==> src/hw/wtvpc_pkg.sv <==
// Package: constants, register map and states of the inverter voltage loop
// Overview of operation
// - Fixed variant drives the inverter at a constant 140 kHz, never steered.
// - Power is set by inverter input voltage 3 to 12 V; lower means less.
// - Voltage command steps 0.5 mV, well inside 50 mV resolution.
// - Fixed variant starts every ping at 8 V.
// - A PID loop drives the voltage command.
// - Coil voltage amplitude is captured at 1 mV resolution.
// - Proportional gain 1 per mA, integral and derivative gains zero.
// - PID output clamped to 1500, each unit lowers voltage by 0.5 mV.
// - Variable variant keeps frequency within 105 to 140 kHz.
// - Variable variant starts every ping at 6 V.
// - Variable variant first applies power at 140 kHz.
// - No acceptable signal strength packet in time removes the power signal.
// - Retries follow at successively lower frequency until a good packet arrives or the 105 kHz edge has been tried.
// - Dual coil mode tries upper then lower coil before moving on.
// - Exactly one coil switch is closed at every moment.
`default_nettype none
package wtvpc_pkg;
  // APB byte offsets
  localparam logic [7:0] OFF_CTRL   = 8'h00;
  localparam logic [7:0] OFF_SSMIN  = 8'h04;
  localparam logic [7:0] OFF_STEP   = 8'h08;
  localparam logic [7:0] OFF_STATUS = 8'h0c;
  localparam logic [7:0] OFF_VCMD   = 8'h10;
  localparam logic [7:0] OFF_FREQ   = 8'h14;
  localparam logic [7:0] OFF_COILMV = 8'h18;
  // Field positions
  localparam int CTRL_EN   = 0;
  localparam int CTRL_VAR  = 1;
  localparam int CTRL_DUAL = 2;
  localparam int STAT_FAIL = 3;
  // Reset values
  localparam logic [7:0] SSMIN_RST = 8'h01;
  localparam logic [7:0] STEP_RST  = 8'h05;
  // Voltage command in 0.5 mV units: 6000, 24000, 16000, 12000
  localparam logic [14:0] V_MIN      = 15'h1770;
  localparam logic [14:0] V_MAX      = 15'h5dc0;
  localparam logic [14:0] V_PING_FIX = 15'h3e80;
  localparam logic [14:0] V_PING_VAR = 15'h2ee0;
  // PID gain and output limit (1500)
  localparam logic signed [15:0] KP      = 16'sh0001;
  localparam logic signed [16:0] PID_LIM = 17'sh005dc;
  // Frequencies in kHz: 140 and 105
  localparam logic [7:0] F_FIX = 8'h8c;
  localparam logic [7:0] F_MIN = 8'h69;
  // Phase increment per kHz at 125 MHz: 2^32 / 125000
  localparam logic [31:0] KHZ_WORD = 32'h00008638;
  // Timing
  localparam logic [31:0] CLK_KHZ = 32'h0001e848;
  localparam logic [31:0] PING_MS = 32'h00000046;
  localparam logic [31:0] OFF_MS  = 32'h00000014;
  // Sequencer states
  typedef enum logic [1:0] {st_idle, st_ping, st_off, st_xfer} wtvpc_state_e;
endpackage : wtvpc_pkg
`default_nettype wire

==> src/hw/wtvpc_top.sv <==
// Module: ping sequencer, PID voltage loop and APB registers of the transmitter
`default_nettype none
module wtvpc_top #(
  parameter logic [31:0] PING_CYC = wtvpc_pkg::PING_MS * wtvpc_pkg::CLK_KHZ,
  parameter logic [31:0] OFF_CYC  = wtvpc_pkg::OFF_MS * wtvpc_pkg::CLK_KHZ
) (
  // Clock and reset
  input  wire logic               mclk_i,
  input  wire logic               rst_n_i,
  // APB slave
  input  wire logic               psel_i,
  input  wire logic               penable_i,
  input  wire logic               pwrite_i,
  input  wire logic [7:0]         paddr_i,
  input  wire logic [31:0]        pwdata_i,
  output logic      [31:0]        prdata_o,
  output logic                    pready_o,
  output logic                    pslverr_o,
  // Packet decoder results
  input  wire logic               ss_valid_i,
  input  wire logic [7:0]         ss_value_i,
  input  wire logic               err_valid_i,
  input  wire logic signed [15:0] err_ma_i,
  input  wire logic               xfer_end_i,
  // Coil voltage sense, 1 mV per count
  input  wire logic               adc_valid_i,
  input  wire logic [15:0]        adc_mv_i,
  // Power stage
  output logic                    power_en_o,
  output logic                    drive_o,
  output logic      [14:0]        vcmd_o,
  output logic      [7:0]         freq_khz_o,
  output logic                    upper_coil_switch_o,
  output logic                    lower_coil_switch_o
);

  wtvpc_pkg::wtvpc_state_e state_q;
  logic [2:0]  ctrl_q;
  logic [7:0]  ssmin_q;
  logic [7:0]  step_q;
  logic [31:0] tmr_q;
  logic [7:0]  freq_q;
  logic        coil_q;
  logic        fail_q;
  logic [14:0] vcmd_q;
  logic [15:0] coil_mv_q;
  logic [31:0] acc_q;
  logic        drive_q;
  logic [31:0] prdata_q;
  logic        pslverr_q;

  logic        en;
  logic        var_mode;
  logic        dual;
  logic        wr_en;
  logic        setup;
  logic        ss_ok;
  logic        tmr_done;
  logic        last_coil;
  logic        at_edge;
  logic        exhausted;
  logic        go_ping;
  logic        fail_set;
  logic        fail_clr;
  logic [8:0]  f_floor;
  logic [7:0]  f_next;
  logic [31:0] rd_mux;
  logic        rd_err;

  // Control register fields
  assign en       = ctrl_q[wtvpc_pkg::CTRL_EN];
  assign var_mode = ctrl_q[wtvpc_pkg::CTRL_VAR];
  assign dual     = ctrl_q[wtvpc_pkg::CTRL_DUAL];

  // Zero wait states, so the setup cycle prepares read data
  assign setup    = psel_i && !penable_i;
  assign wr_en    = psel_i && penable_i && pwrite_i;
  assign pready_o = 1'b1;

  // Read decode; unmapped offsets answer zero with an error
  always_comb begin
    rd_mux = 32'h0;
    rd_err = 1'b0;
    unique case (paddr_i)
      wtvpc_pkg::OFF_CTRL:   rd_mux = {29'h0, ctrl_q};
      wtvpc_pkg::OFF_SSMIN:  rd_mux = {24'h0, ssmin_q};
      wtvpc_pkg::OFF_STEP:   rd_mux = {24'h0, step_q};
      wtvpc_pkg::OFF_STATUS: rd_mux = {28'h0, fail_q, coil_q, state_q};
      wtvpc_pkg::OFF_VCMD:   rd_mux = {17'h0, vcmd_q};
      wtvpc_pkg::OFF_FREQ:   rd_mux = {24'h0, freq_q};
      wtvpc_pkg::OFF_COILMV: rd_mux = {16'h0, coil_mv_q};
      default:               rd_err = 1'b1;
    endcase
  end

  // Read data and error latched in the setup cycle
  always_ff @(posedge mclk_i or negedge rst_n_i) begin
    if (!rst_n_i) begin
      prdata_q  <= 32'h0;
      pslverr_q <= 1'b0;
    end else if (setup) begin
      prdata_q  <= pwrite_i ? 32'h0 : rd_mux;
      pslverr_q <= rd_err;
    end
  end
  assign prdata_o  = prdata_q;
  assign pslverr_o = pslverr_q;

  // Software writable registers
  always_ff @(posedge mclk_i or negedge rst_n_i) begin
    if (!rst_n_i) begin
      ctrl_q  <= 3'h0;
      ssmin_q <= wtvpc_pkg::SSMIN_RST;
      step_q  <= wtvpc_pkg::STEP_RST;
    end else if (wr_en) begin
      if (paddr_i == wtvpc_pkg::OFF_CTRL) ctrl_q <= pwdata_i[2:0];
      if (paddr_i == wtvpc_pkg::OFF_SSMIN) ssmin_q <= pwdata_i[7:0];
      if (paddr_i == wtvpc_pkg::OFF_STEP) step_q <= pwdata_i[7:0];
    end
  end

  // Ping bookkeeping
  assign ss_ok     = ss_valid_i && (ss_value_i >= ssmin_q);
  assign tmr_done  = (tmr_q == 32'h0);
  assign last_coil = !dual || coil_q;
  assign at_edge   = !var_mode || (freq_q <= wtvpc_pkg::F_MIN);
  assign exhausted = last_coil && at_edge;
  assign f_floor   = {1'b0, wtvpc_pkg::F_MIN} + {1'b0, step_q};
  // Clamp at the band edge so a large step cannot skip below it
  assign f_next    = ({1'b0, freq_q} > f_floor) ? (freq_q - step_q)
                                                : wtvpc_pkg::F_MIN;
  assign go_ping   = en && ((state_q == wtvpc_pkg::st_idle && !fail_q) ||
                     (state_q == wtvpc_pkg::st_off && tmr_done && !exhausted));
  assign fail_set  = en && state_q == wtvpc_pkg::st_off && tmr_done && exhausted;
  assign fail_clr  = wr_en && paddr_i == wtvpc_pkg::OFF_STATUS &&
                     pwdata_i[wtvpc_pkg::STAT_FAIL];

  // Sequencer: ping, remove, retry, transfer
  always_ff @(posedge mclk_i or negedge rst_n_i) begin
    if (!rst_n_i) begin
      state_q <= wtvpc_pkg::st_idle;
      tmr_q   <= 32'h0;
      freq_q  <= wtvpc_pkg::F_FIX;
      coil_q  <= 1'b0;
    end else begin
      if (!tmr_done) tmr_q <= tmr_q - 32'h1;
      unique case (state_q)
        wtvpc_pkg::st_idle: begin
          if (go_ping) begin
            state_q <= wtvpc_pkg::st_ping;
            tmr_q   <= PING_CYC;
            freq_q  <= wtvpc_pkg::F_FIX;
            coil_q  <= 1'b0;
          end
        end
        wtvpc_pkg::st_ping: begin
          if (!en) begin
            state_q <= wtvpc_pkg::st_idle;
          end else if (ss_ok) begin
            state_q <= wtvpc_pkg::st_xfer;
          end else if (ss_valid_i || tmr_done) begin
            state_q <= wtvpc_pkg::st_off;
            tmr_q   <= OFF_CYC;
          end
        end
        wtvpc_pkg::st_off: begin
          if (!en || exhausted && tmr_done) begin
            state_q <= wtvpc_pkg::st_idle;
            coil_q  <= 1'b0;
          end else if (go_ping) begin
            state_q <= wtvpc_pkg::st_ping;
            tmr_q   <= PING_CYC;
            if (!last_coil) begin
              coil_q <= 1'b1;
            end else begin
              coil_q <= 1'b0;
              freq_q <= f_next;
            end
          end
        end
        wtvpc_pkg::st_xfer: begin
          if (!en || xfer_end_i) state_q <= wtvpc_pkg::st_idle;
        end
      endcase
    end
  end

  // Exhaustion flag; a new failure outranks a software clear
  always_ff @(posedge mclk_i or negedge rst_n_i) begin
    if (!rst_n_i) fail_q <= 1'b0;
    else if (fail_set) fail_q <= 1'b1;
    else if (fail_clr) fail_q <= 1'b0;
  end

  // PID: proportional only, output clamped, scaled to 0.5 mV units
  logic signed [31:0] pid_raw;
  logic signed [16:0] pid_c;
  logic signed [17:0] v_sum;
  logic        [14:0] v_sat;
  assign pid_raw = err_ma_i * wtvpc_pkg::KP;
  always_comb begin
    if (pid_raw > wtvpc_pkg::PID_LIM) pid_c = wtvpc_pkg::PID_LIM;
    else if (pid_raw < -wtvpc_pkg::PID_LIM) pid_c = -wtvpc_pkg::PID_LIM;
    else pid_c = pid_raw[16:0];
    // One PID unit is -0.5 mV, exactly one command count
    v_sum = $signed({3'b000, vcmd_q}) - $signed({pid_c[16], pid_c});
    if (v_sum < $signed({3'b000, wtvpc_pkg::V_MIN})) v_sat = wtvpc_pkg::V_MIN;
    else if (v_sum > $signed({3'b000, wtvpc_pkg::V_MAX})) v_sat = wtvpc_pkg::V_MAX;
    else v_sat = v_sum[14:0];
  end

  // Voltage command: reload at each ping, loop update during transfer
  always_ff @(posedge mclk_i or negedge rst_n_i) begin
    if (!rst_n_i) vcmd_q <= wtvpc_pkg::V_PING_FIX;
    else if (go_ping) vcmd_q <= var_mode ? wtvpc_pkg::V_PING_VAR
                                         : wtvpc_pkg::V_PING_FIX;
    else if (state_q == wtvpc_pkg::st_xfer && err_valid_i) vcmd_q <= v_sat;
  end

  // Coil voltage amplitude capture
  always_ff @(posedge mclk_i or negedge rst_n_i) begin
    if (!rst_n_i) coil_mv_q <= 16'h0;
    else if (adc_valid_i) coil_mv_q <= adc_mv_i;
  end

  // Phase accumulator; 1 kHz word rounding keeps error under 0.01 percent
  always_ff @(posedge mclk_i or negedge rst_n_i) begin
    if (!rst_n_i) begin
      acc_q   <= 32'h0;
      drive_q <= 1'b0;
    end else begin
      acc_q   <= acc_q + {24'h0, freq_q} * wtvpc_pkg::KHZ_WORD;
      drive_q <= power_en_o && acc_q[31];
    end
  end

  assign power_en_o          = (state_q == wtvpc_pkg::st_ping) ||
                               (state_q == wtvpc_pkg::st_xfer);
  assign drive_o             = drive_q;
  assign vcmd_o              = vcmd_q;
  assign freq_khz_o          = freq_q;
  // Complementary drive, so never zero or two coils
  assign upper_coil_switch_o = !coil_q;
  assign lower_coil_switch_o = coil_q;
endmodule : wtvpc_top
`default_nettype wire

==> config.mk <==
export PLATFORM = sky130hd
export DESIGN_NAME = wtvpc_top
export DESIGN_NICKNAME = d
export VERILOG_FILES = /design/src/hw/wtvpc_pkg.sv /design/src/hw/wtvpc_top.sv
export SDC_FILE = /design/constraint.sdc
export NUM_CORES = 1
export LEC_CHECK = 0
export ABC_AREA = 0
export BUFFER_PORTS_ARGS = -buffer_cell sky130_fd_sc_hd__buf_2
export CAP_MARGIN = 5
export CORE_MARGIN = 10
export CORE_UTILIZATION = 30
export DETAILED_ROUTE_END_ITERATION = 8
export HOLD_SLACK_MARGIN = 0.15
export SETUP_SLACK_MARGIN = 0.2
export SYNTH_ARGS = -nofsm -noshare
export SYNTH_HDL_FRONTEND = slang
export SYNTH_SLANG_ARGS = --single-unit
==> constraint.sdc <==
create_clock -name mclk_i -period 7.6 [get_ports mclk_i]
set_input_delay 1.52 -clock mclk_i [delete_from_list [all_inputs] [get_ports mclk_i]]
set_output_delay 1.52 -clock mclk_i [all_outputs]
set_load 0.005 [all_outputs]
Word-level counts from Yosys, hierarchy flattened
Cells that the tools add are included.
W data, S select, Z words.
- input port bits: 89
- output and inout port bits: 61
- flip-flop bits (word level): 160
- logic and storage cells: 124
- reduce and logical (&&, ||, !) cells: 44
- equal/unequal tests: 16
- multipliers: 1
- add/subtract/negate cells: 5
- muxes and demuxes: 37
- magnitude comparators: 7
- operators by type and width (operator ; number):
    $mux W32 ; 7
    $pmux W16 S7 ; 1
    $pmux W32 S3 ; 1
    $mux W15 ; 4
    $mux W8 ; 5
    $mux W17 ; 2
    $add A32 B24 Y32 ; 1
    $logic_not A32 Y1 ; 1
    $sub A32 B1 Y32 const B ; 1
    $eq A8 B5 Y1 const B ; 3
    $mul A8 B13 Y21 const B ; 1
    $gt A18 B16 Y1 const B ; 1
    $lt A18 B14 Y1 const B ; 1
    $sub A16 B17 Y18 ; 1
    $logic_and A1 B1 Y1 ; 17
    $eq A8 B4 Y1 const B ; 2
    $gt A16 B12 Y1 const B ; 1
    $lt A16 B12 Y1 const B ; 1
    $pmux W8 S2 ; 1
    $mux W13 ; 1
    $mux W2 ; 6
    $ne A2 B2 Y1 const B ; 5
    $add A7 B8 Y9 const A ; 1
    $gt A8 B9 Y1 ; 1
    20 further kinds ; 44

Longest topological paths before layout
Gate-level depths: netlist of the first run.
- depth after elaboration: 10
- depth in mapped cells: 28
- mapped depth without buffers: 27

Worst setup path after synthesis of the first run
OpenSTA, ideal clock, no wires.
- path type: reg-to-reg
- start point: register freq_q[7] (netlist: freq_khz_o[7])
- end point: register acc_q[31]
- library setup time: 0.125 ns
- arrival time: 5.754 ns
- required time: 7.475 ns
- slack: 1.721 ns
- period minus slack after synthesis: 5.879 ns
- cell stages (with the launch flop): 22
- cells stage by stage: dfstp_2 fa_1 ha_1 inv_1 fa_1 inv_1 fa_1 ha_1 a21oi_1 o21bai_1 a211oi_1 nor3_1 a2111o_1 a21oi_1 xnor2_1 ha_1 nand3_1 or3_1 a211o_1 a31oi_1 o2111ai_1 xnor2_1
- word-level cells in the longest chain between the ends: 2
- ends and longest elaborated chain (element ; RTL line ; text):
    start: declaration ; wtvpc_top.sv:42 ; logic [7:0] freq_q;
    start signal: assignment ; wtvpc_top.sv:143 ; freq_q <= wtvpc_pkg::F_FIX;
    start signal: assignment ; wtvpc_top.sv:152 ; freq_q <= wtvpc_pkg::F_FIX;
    start signal: assignment ; wtvpc_top.sv:177 ; freq_q <= f_next;
    $mul A8 B13 Y21 ; wtvpc_top.sv:232 ; acc_q <= acc_q + {24'h0, freq_q} * wtvpc_pkg::KHZ_WORD;
    $add A32 B24 Y32 ; wtvpc_top.sv:232 ;
    end signal: assignment ; wtvpc_top.sv:232 ;
    end: declaration ; wtvpc_top.sv:47 ; logic [31:0] acc_q;
No other way between the ends.
A chain may end at the register's enable or synchronous reset.

Final worst setup path of the first run
- start point: register freq_q[6] (netlist: freq_khz_o[6])
- end point: register acc_q[25]
Same word-level chain as after synthesis.

==> results of run 1 <==
==> final cells by class <==
type	count	area (µm²)	area share (%)
Clock buffer	17	425.4	3.479
Clock inverter	15	122.6	1.003
Multi-Input combinational cell	905	6699	54.78
Inverter	76	285.3	2.333
Timing Repair Buffer	111	569.3	4.655
Antenna cell	3	7.507	0.06139
Tap cell	461	576.8	4.717
Sequential cell	141	3543	28.97
==> cells in the mapped netlist, types with 5 or more instances <==
| cell type | n |
|---|---|
| nand4_1 | 9 |
| nor2_1 | 85 |
| o211ai_1 | 7 |
| buf_4 | 19 |
| o22ai_1 | 6 |
| a21o_1 | 24 |
| and3_1 | 12 |
| fa_1 | 15 |
| a211oi_1 | 7 |
| nand2b_1 | 16 |
| a22o_1 | 10 |
| or2_2 | 7 |
| o21ai_0 | 82 |
| o2111ai_1 | 5 |
| nor4_1 | 10 |
| or4_1 | 5 |
| and2_1 | 6 |
| inv_1 | 75 |
| dfrtp_1 | 129 |
| mux2_2 | 37 |
| a22oi_1 | 17 |
| nand3_1 | 31 |
| dfstp_2 | 12 |
| o31ai_1 | 7 |
| nor3b_1 | 5 |
| xor2_1 | 18 |
| ha_1 | 118 |
| o21bai_1 | 6 |
| xnor2_1 | 65 |
| a31oi_1 | 6 |
| a21oi_1 | 64 |
| mux2i_1 | 8 |
| o21a_1 | 9 |
| nand2_1 | 69 |
| or3_1 | 19 |
| nor3_1 | 24 |
| nor2b_1 | 22 |
| buf_2 | 6 |
| clkbuf_1 | 22 |
==> through the flow <==
| stage | std cells | worst slack [ps] |
|---|---|---|
| global route | 1727 | 547.4 |
| detailed placement | 1694 | 1063 |
| CTS | 1726 | 1035 |
| floorplan | 1173 | 1721 |
| global placement | 1694 | 1120 |
| finish | 1729 | 1069 |
==> registers in the layout, summed over array words and instances, names as in the netlist <==
| register | count |
|---|---|
| tmr_q | 32 |
| ssmin_q | 8 |
| prdata_o | 16 |
| step_q | 8 |
| drive_o | 1 |
| vcmd_o | 15 |
| fail_q | 1 |
| acc_q | 29 |
| freq_khz_o | 8 |
| coil_mv_q | 16 |
| pslverr_o | 1 |
| lower_coil_switch_o | 1 |
| state_q | 2 |
| ctrl_q | 3 |
==> cell families (layout without fill, tap and decap cells) <==
family	Yosys count	after routing
other	2	20
flip-flops	141	141
adder cells (fa/ha/maj)	133	133
buffers and inverters	127	219
XOR/XNOR	83	83
AND/OR/NAND/NOR	334	334
multiplexers	45	45
AO/OA/AOI/OAI	293	293
==> worst max path at each step <==
stage	startpoint	to	slack (ps)	cells after the start
floorplan	freq_khz_o[7]$_DFFE_PN1P_	acc_q[31]$_DFF_PN0_	1720	21
CTS	freq_khz_o[6]$_DFFE_PN0P_	acc_q[25]$_DFF_PN0_	1040	23
global route	freq_khz_o[6]$_DFFE_PN0P_	acc_q[31]$_DFF_PN0_	550	23
detailed placement	freq_khz_o[6]$_DFFE_PN0P_	acc_q[25]$_DFF_PN0_	1060	21
finish	freq_khz_o[6]$_DFFE_PN0P_	acc_q[25]$_DFF_PN0_	1070	23
global placement	freq_khz_o[6]$_DFFE_PN0P_	acc_q[31]$_DFF_PN0_	1120	21
==> report_power, final <==
part	switching, mW	internal, mW
clock network	0.370	0.427
registers	0.0257	0.785
logic	0.127	0.0934
total	0.522	1.31
==> per-layer routing <==
metal | track usage (%) | part of all wire, %
met5 | 0 | 0.17
met4 | 4.490 | 1.9
met3 | 2.762 | 4.6
met2 | 21.61 | 49
met1 | 15.87 | 45
==> worst reg2reg max path: cells and delay by family, from the launching register on <==
family	cells	cell delay [ps]
AOI/OAI and AO/OA	7	1940
DFF	1	660
xor gates and xnor gates	2	280
buffers and inverters	5	370
adders and majority gates	6	2510
and+or+nand+nor	3	670
==> flow_metrics.tcl, run 1 <==
set metrics [dict create \
    slew_violations 0 \
    synth_seq_cells 141 \
    synth_top_family_by_area "compound AO/OA/AOI/OAI gates" \
    antenna_found_initial 7 \
    path_buf_inv 5 \
    worstHoldStart "acc_q[3]$_DFF_PN0_" \
    die_area_um2 43800 \
    async_flop_share_pct 100.0 \
    start_util_pct 30.29 \
    status "finished clean" \
    worstMarginPinSlew_ps 996.3 \
    r2r_slack_ps 1070 \
    yosys_warnings 0 \
    die_h_um 209.3 \
    worstRegToRegCells 23 \
    num_vias 8817 \
    cts-buffers-inserted 17 \
    drt_iter0_drc 512 \
    cts_hold_buffers 0 \
    ys.flop_type "dfrtp_1" \
    finalWorstPathRequiredPeriod_ps 6531 \
    place.gp.congestion 0.8277 \
    leakage_nw 5.846 \
    yosysSeqAreaShare_pct 32.96 \
    synthAdderAreaFrac_pct 16.53 \
    track_usage_pct 12.84 \
    cts.clk_slew.worst_paths_ps 70 \
    holdWs_ps 472.0 \
    fin_skew_ps 10.43 \
    whs_endpoint "acc_q[3]$_DFF_PN0_" \
    synth_top_area_share_pct 30.03 \
    nFillCells 3614 \
    ys_top_cells_by_area "dfrtp_1 (30%), ha_1 (14%), xnor2_1 (5.3%)" \
    postCtsSetupBuffers 0 \
    final_area_um2 12230 \
    cts-resized-gates 0 \
    fin_util_pct 34.47 \
    cp_slowest_cell "dfrtp_1" \
    mostFrequentLayoutCells "dfrtp_1 (129), ha_1 (118), buf_2 (107)" \
    setup_viol 0 \
    drt-pass1-iter-count 5 \
    htreeDepth 4 \
    syn_area_um2 10750 \
    min_period_over_period_pct 85.93 \
    cp-start-kind "flip-flop" \
    cts_buffer_depth 2 \
    hold_viol 0 \
    rsz0062_at_grt "false" \
    cellPowerDensity_nw_per_um2 149.5 \
    synthCells 1158 \
    ys_types 80 \
    hold_depth 1 \
    synth_edf_count 0 \
    cts_tree "done" \
    syn2layout_area_growth_pct 13.77 \
    ant_nets 0 \
    cts_root_buf "clkbuf_16" \
    power.total_mw 1.828 \
    fin_tns_setup_ps 0 \
    rr_startpoint "freq_khz_o[6]$_DFFE_PN0P_" \
    wl_um 28600 \
    max_freq_mhz 153.1 \
    slew-limit-headroom_pct 33.58 \
    viasPerCell 5.099 \
    grt_start_max_net_pins 82 \
    clock-sinks 141 \
    grt_pass1_wl_um 45920 \
    yosys.area_share.simple_pct 15.88 \
    cp_max_fo 12 \
    synthMuxAreaShare_pct 4.621 \
    dp.final_hpwl_um 22570 \
    path_delay_family "adder cells" \
    nNetsFinal 1474 \
    synth_xor_area_share_pct 6.763 \
    syn-mean-instance-area_um2 9.282 \
    insertion_delay_ps 440 \
    rows 69 \
    hp-class "reg2reg" \
    drt_drc_violations_left 0 \
    ios 150 \
    wire_per_inst_um 16.54 \
    synth-compound-area-share_pct 17.94 \
    mostFrequentLayoutCell "dfrtp_1" \
    grt_overflow 0 \
    worst_path_most_repeated_cell "inv_1" \
    grt_pass1_vias 8781 \
    worstSetupEndpointType "flip-flop" \
    setup.worst_path.class "reg2reg" \
    arrival_ps 6860 \
    die_w_um 209.3 \
    yosys.area.top_type "dfrtp_1" \
    placed_area_um2 11670 \
    critPathMaxStageDelay_ps 660 \
    core_um2 35480 \
    final_layout_size_suffix_gt1_share_pct 16.60 \
    peakVddDrop_mv 0.1509 \
    r2r_end "acc_q[25]$_DFF_PN0_" \
    worstPathRequired_ps 7920 \
    maxCapViolations 0 \
    crit_chain "inv_1 -> ha_1 -> inv_1 -> fa_1 -> fa_1 -> inv_1 -> fa_1 -> inv_1 -> ha_1 -> inv_1 -> o21bai_1 -> a211oi_1 -> nor3_1 -> a2111o_1 -> a21oi_1 -> xnor2_1 -> ha_1 -> nand3_1 -> or3_1 -> a211o_1 -> a31oi_1 -> o21ai_0 -> xnor2_1" \
    port_buffers 108 \
]
Note: power is estimated with default switching activity, not from simulation.
==> run 2: changes to the inputs <==
--- a/config.mk
+++ b/config.mk
@@ -9,9 +9,11 @@
 export BUFFER_PORTS_ARGS = -buffer_cell sky130_fd_sc_hd__buf_2
 export CAP_MARGIN = 5
 export CORE_MARGIN = 10
-export CORE_UTILIZATION = 30
+export CORE_UTILIZATION = 59
 export DETAILED_ROUTE_END_ITERATION = 8
 export HOLD_SLACK_MARGIN = 0.15
+export PLACE_DENSITY = 0.82
+export RECOVER_POWER = 25
 export SETUP_SLACK_MARGIN = 0.2
 export SYNTH_ARGS = -nofsm -noshare
 export SYNTH_HDL_FRONTEND = slang
==> run 2 against run 1 <==
  * The run now ends with max-capacitance violations, max-slew violations left
  * First-iteration DRC count is 43% higher
  * Combinational power hardly changed
  * Register-to-register slack worse by 100 ps
  * Setup slack worse by 100 ps
  * Sequential power hardly changed
  * Design area is 2.3% lower
  * Critical path type unchanged
  * Largest cell class unchanged
  * Largest power group unchanged
==> flow_metrics.tcl, run 2 (synthesis gave the netlist of run 1 again) <==
set metrics [dict create \
    grt_overflow 0 \
    grt_start_max_net_pins 73 \
    slew_violations 73 \
    setup.worst_path.class "reg2reg" \
    largest_register "tmr_q" \
    hp-class "reg2reg" \
    violations "max-capacitance violations, max-slew violations" \
    cellPowerDensity_nw_per_um2 153.5 \
    cp-start-kind "flip-flop" \
    die_area_um2 24020 \
    largest_reg_flops 32 \
    leakage_nw 5.835 \
    critPathMaxStageDelay_ps 660 \
    whs_endpoint "acc_q[28]$_DFF_PN0_" \
    cts-resized-gates 0 \
    nFillCells 1437 \
    power.total_mw 1.835 \
    cts_buffer_depth 2 \
    setup_viol 0 \
    cp_max_fo 12 \
    post-place-cells 1463 \
    worstPathRequired_ps 7920 \
    drt-pass1-iter-count 6 \
    rows 49 \
    cts.clk_slew.worst_paths_ps 60 \
    cp_slowest_cell "dfrtp_1" \
    finalWorstPathRequiredPeriod_ps 6633 \
    max_freq_mhz 150.8 \
    postCtsSetupBuffers 0 \
    worstRegToRegCells 21 \
    setup_ws_ps 966.7 \
    crit_chain "fa_1 -> ha_1 -> inv_1 -> fa_1 -> inv_1 -> fa_1 -> ha_1 -> a21oi_1 -> o21bai_1 -> a211oi_1 -> nor3_1 -> a2111o_1 -> a21oi_1 -> xnor2_1 -> ha_1 -> nand3_1 -> or3_1 -> a211o_1 -> a31oi_1 -> o2111ai_1 -> xnor2_1" \
    hold_depth 1 \
    status "complete, but fails checks" \
    drt_drc_violations_left 0 \
    insertion_delay_ps 440 \
    antenna_found_initial 3 \
    clock-sinks 141 \
    syn2layout_area_growth_pct 11.17 \
    core_um2 17960 \
    min_period_over_period_pct 87.28 \
    start_util_pct 59.84 \
    cts_tree "done" \
    port_buffers 108 \
    die_h_um 155.0 \
    holdWs_ps 465.6 \
    hold_viol 0 \
    rr_startpoint "freq_khz_o[6]$_DFFE_PN0P_" \
    worstMarginPinSlew_ps 3911 \
    stdcell_count 1497 \
    htreeDepth 4 \
    arrival_ps 6950 \
    wire_per_inst_um 17.99 \
    grt_pass1_vias 8852 \
    track_usage_pct 21.84 \
    peakVddDrop_mv 0.1435 \
    mostFrequentLayoutCell "dfrtp_1" \
    nNetsFinal 1475 \
    ant_nets 0 \
    drt_iter0_drc 732 \
    viasPerCell 6.066 \
    top_regs "tmr_q (32), acc_q (29)" \
    mostFrequentLayoutCells "dfrtp_1 (129), ha_1 (118), buf_2 (106)" \
    ios 150 \
    num_vias 9081 \
    final_layout_size_suffix_gt1_share_pct 16.51 \
    wl_um 26920 \
    path_delay_family "adder cells" \
    fin_skew_ps 10.25 \
    cts_root_buf "clkbuf_16" \
    cts_hold_buffers 0 \
    dp_slack_ps 983.5 \
    slew-limit-headroom_pct -160.7 \
    cts-buffers-inserted 17 \
    r2r_slack_ps 970 \
    maxCapViolations 1 \
    r2r_end "acc_q[31]$_DFF_PN0_" \
    die_w_um 155.0 \
    worstSetupEndpointType "flip-flop" \
    place.gp.congestion 0.9239 \
    grt_pass1_wl_um 43240 \
    worstHoldStart "acc_q[28]$_DFF_PN0_" \
    path_buf_inv 2 \
    rsz0062_at_grt "false" \
    fin_tns_setup_ps 0 \
    dp.final_hpwl_um 20200 \
]
## run 2: metrics by stage
stage / utilization (%) / instance area, µm²
floorplan: - / 10810
global placement: 63.41 / 11390
detailed placement: 63.41 / 11390
CTS: 66.55 / 11950
global route: 66.50 / 11950
finish: 66.53 / 11950
## run 2: per-layer routing
layer	up-vias	global-route usage, %	share of wire (%)
met5	-	0	0.12
met4	4	7.242	2.2
met3	46	4.439	5.8
met2	266	36.96	49
met1	4421	27.16	43
li1	4344	-	-
## run 2: cell type report
cell class              instances  area [µm²]  area share (%)
repair buffers                112       568.0           4.753
clock buffers                  18       439.2           3.675
diodes                          2       5.005         0.04188
clock inverters                14       123.9           1.037
flip-flops and latches        141        3543           29.65
inverters                      76       285.3           2.387
multi-input cells             905        6699           56.06
well taps                     229       286.5           2.398
## run 2: power breakdown
group,total [mW],switching (mW),leakage (nW),internal [mW]
Combinational,0.221,0.128,3.77,0.0930
Clock,0.802,0.365,0.262,0.437
Sequential,0.812,0.0269,1.80,0.785
Total,1.83,0.519,5.84,1.32
## run 2: worst max path at each step
stage	start	slack, ps	cells after the start	end
after global placement	freq_khz_o[5]$_DFFE_PN0P_	1150	21	acc_q[31]$_DFF_PN0_
after floorplan	freq_khz_o[7]$_DFFE_PN1P_	1720	21	acc_q[31]$_DFF_PN0_
after CTS	freq_khz_o[5]$_DFFE_PN0P_	920	21	acc_q[31]$_DFF_PN0_
after detailed placement	freq_khz_o[5]$_DFFE_PN0P_	980	21	acc_q[31]$_DFF_PN0_
final	freq_khz_o[6]$_DFFE_PN0P_	970	21	acc_q[31]$_DFF_PN0_
after global routing	freq_khz_o[5]$_DFFE_PN0P_	390	21	acc_q[31]$_DFF_PN0_
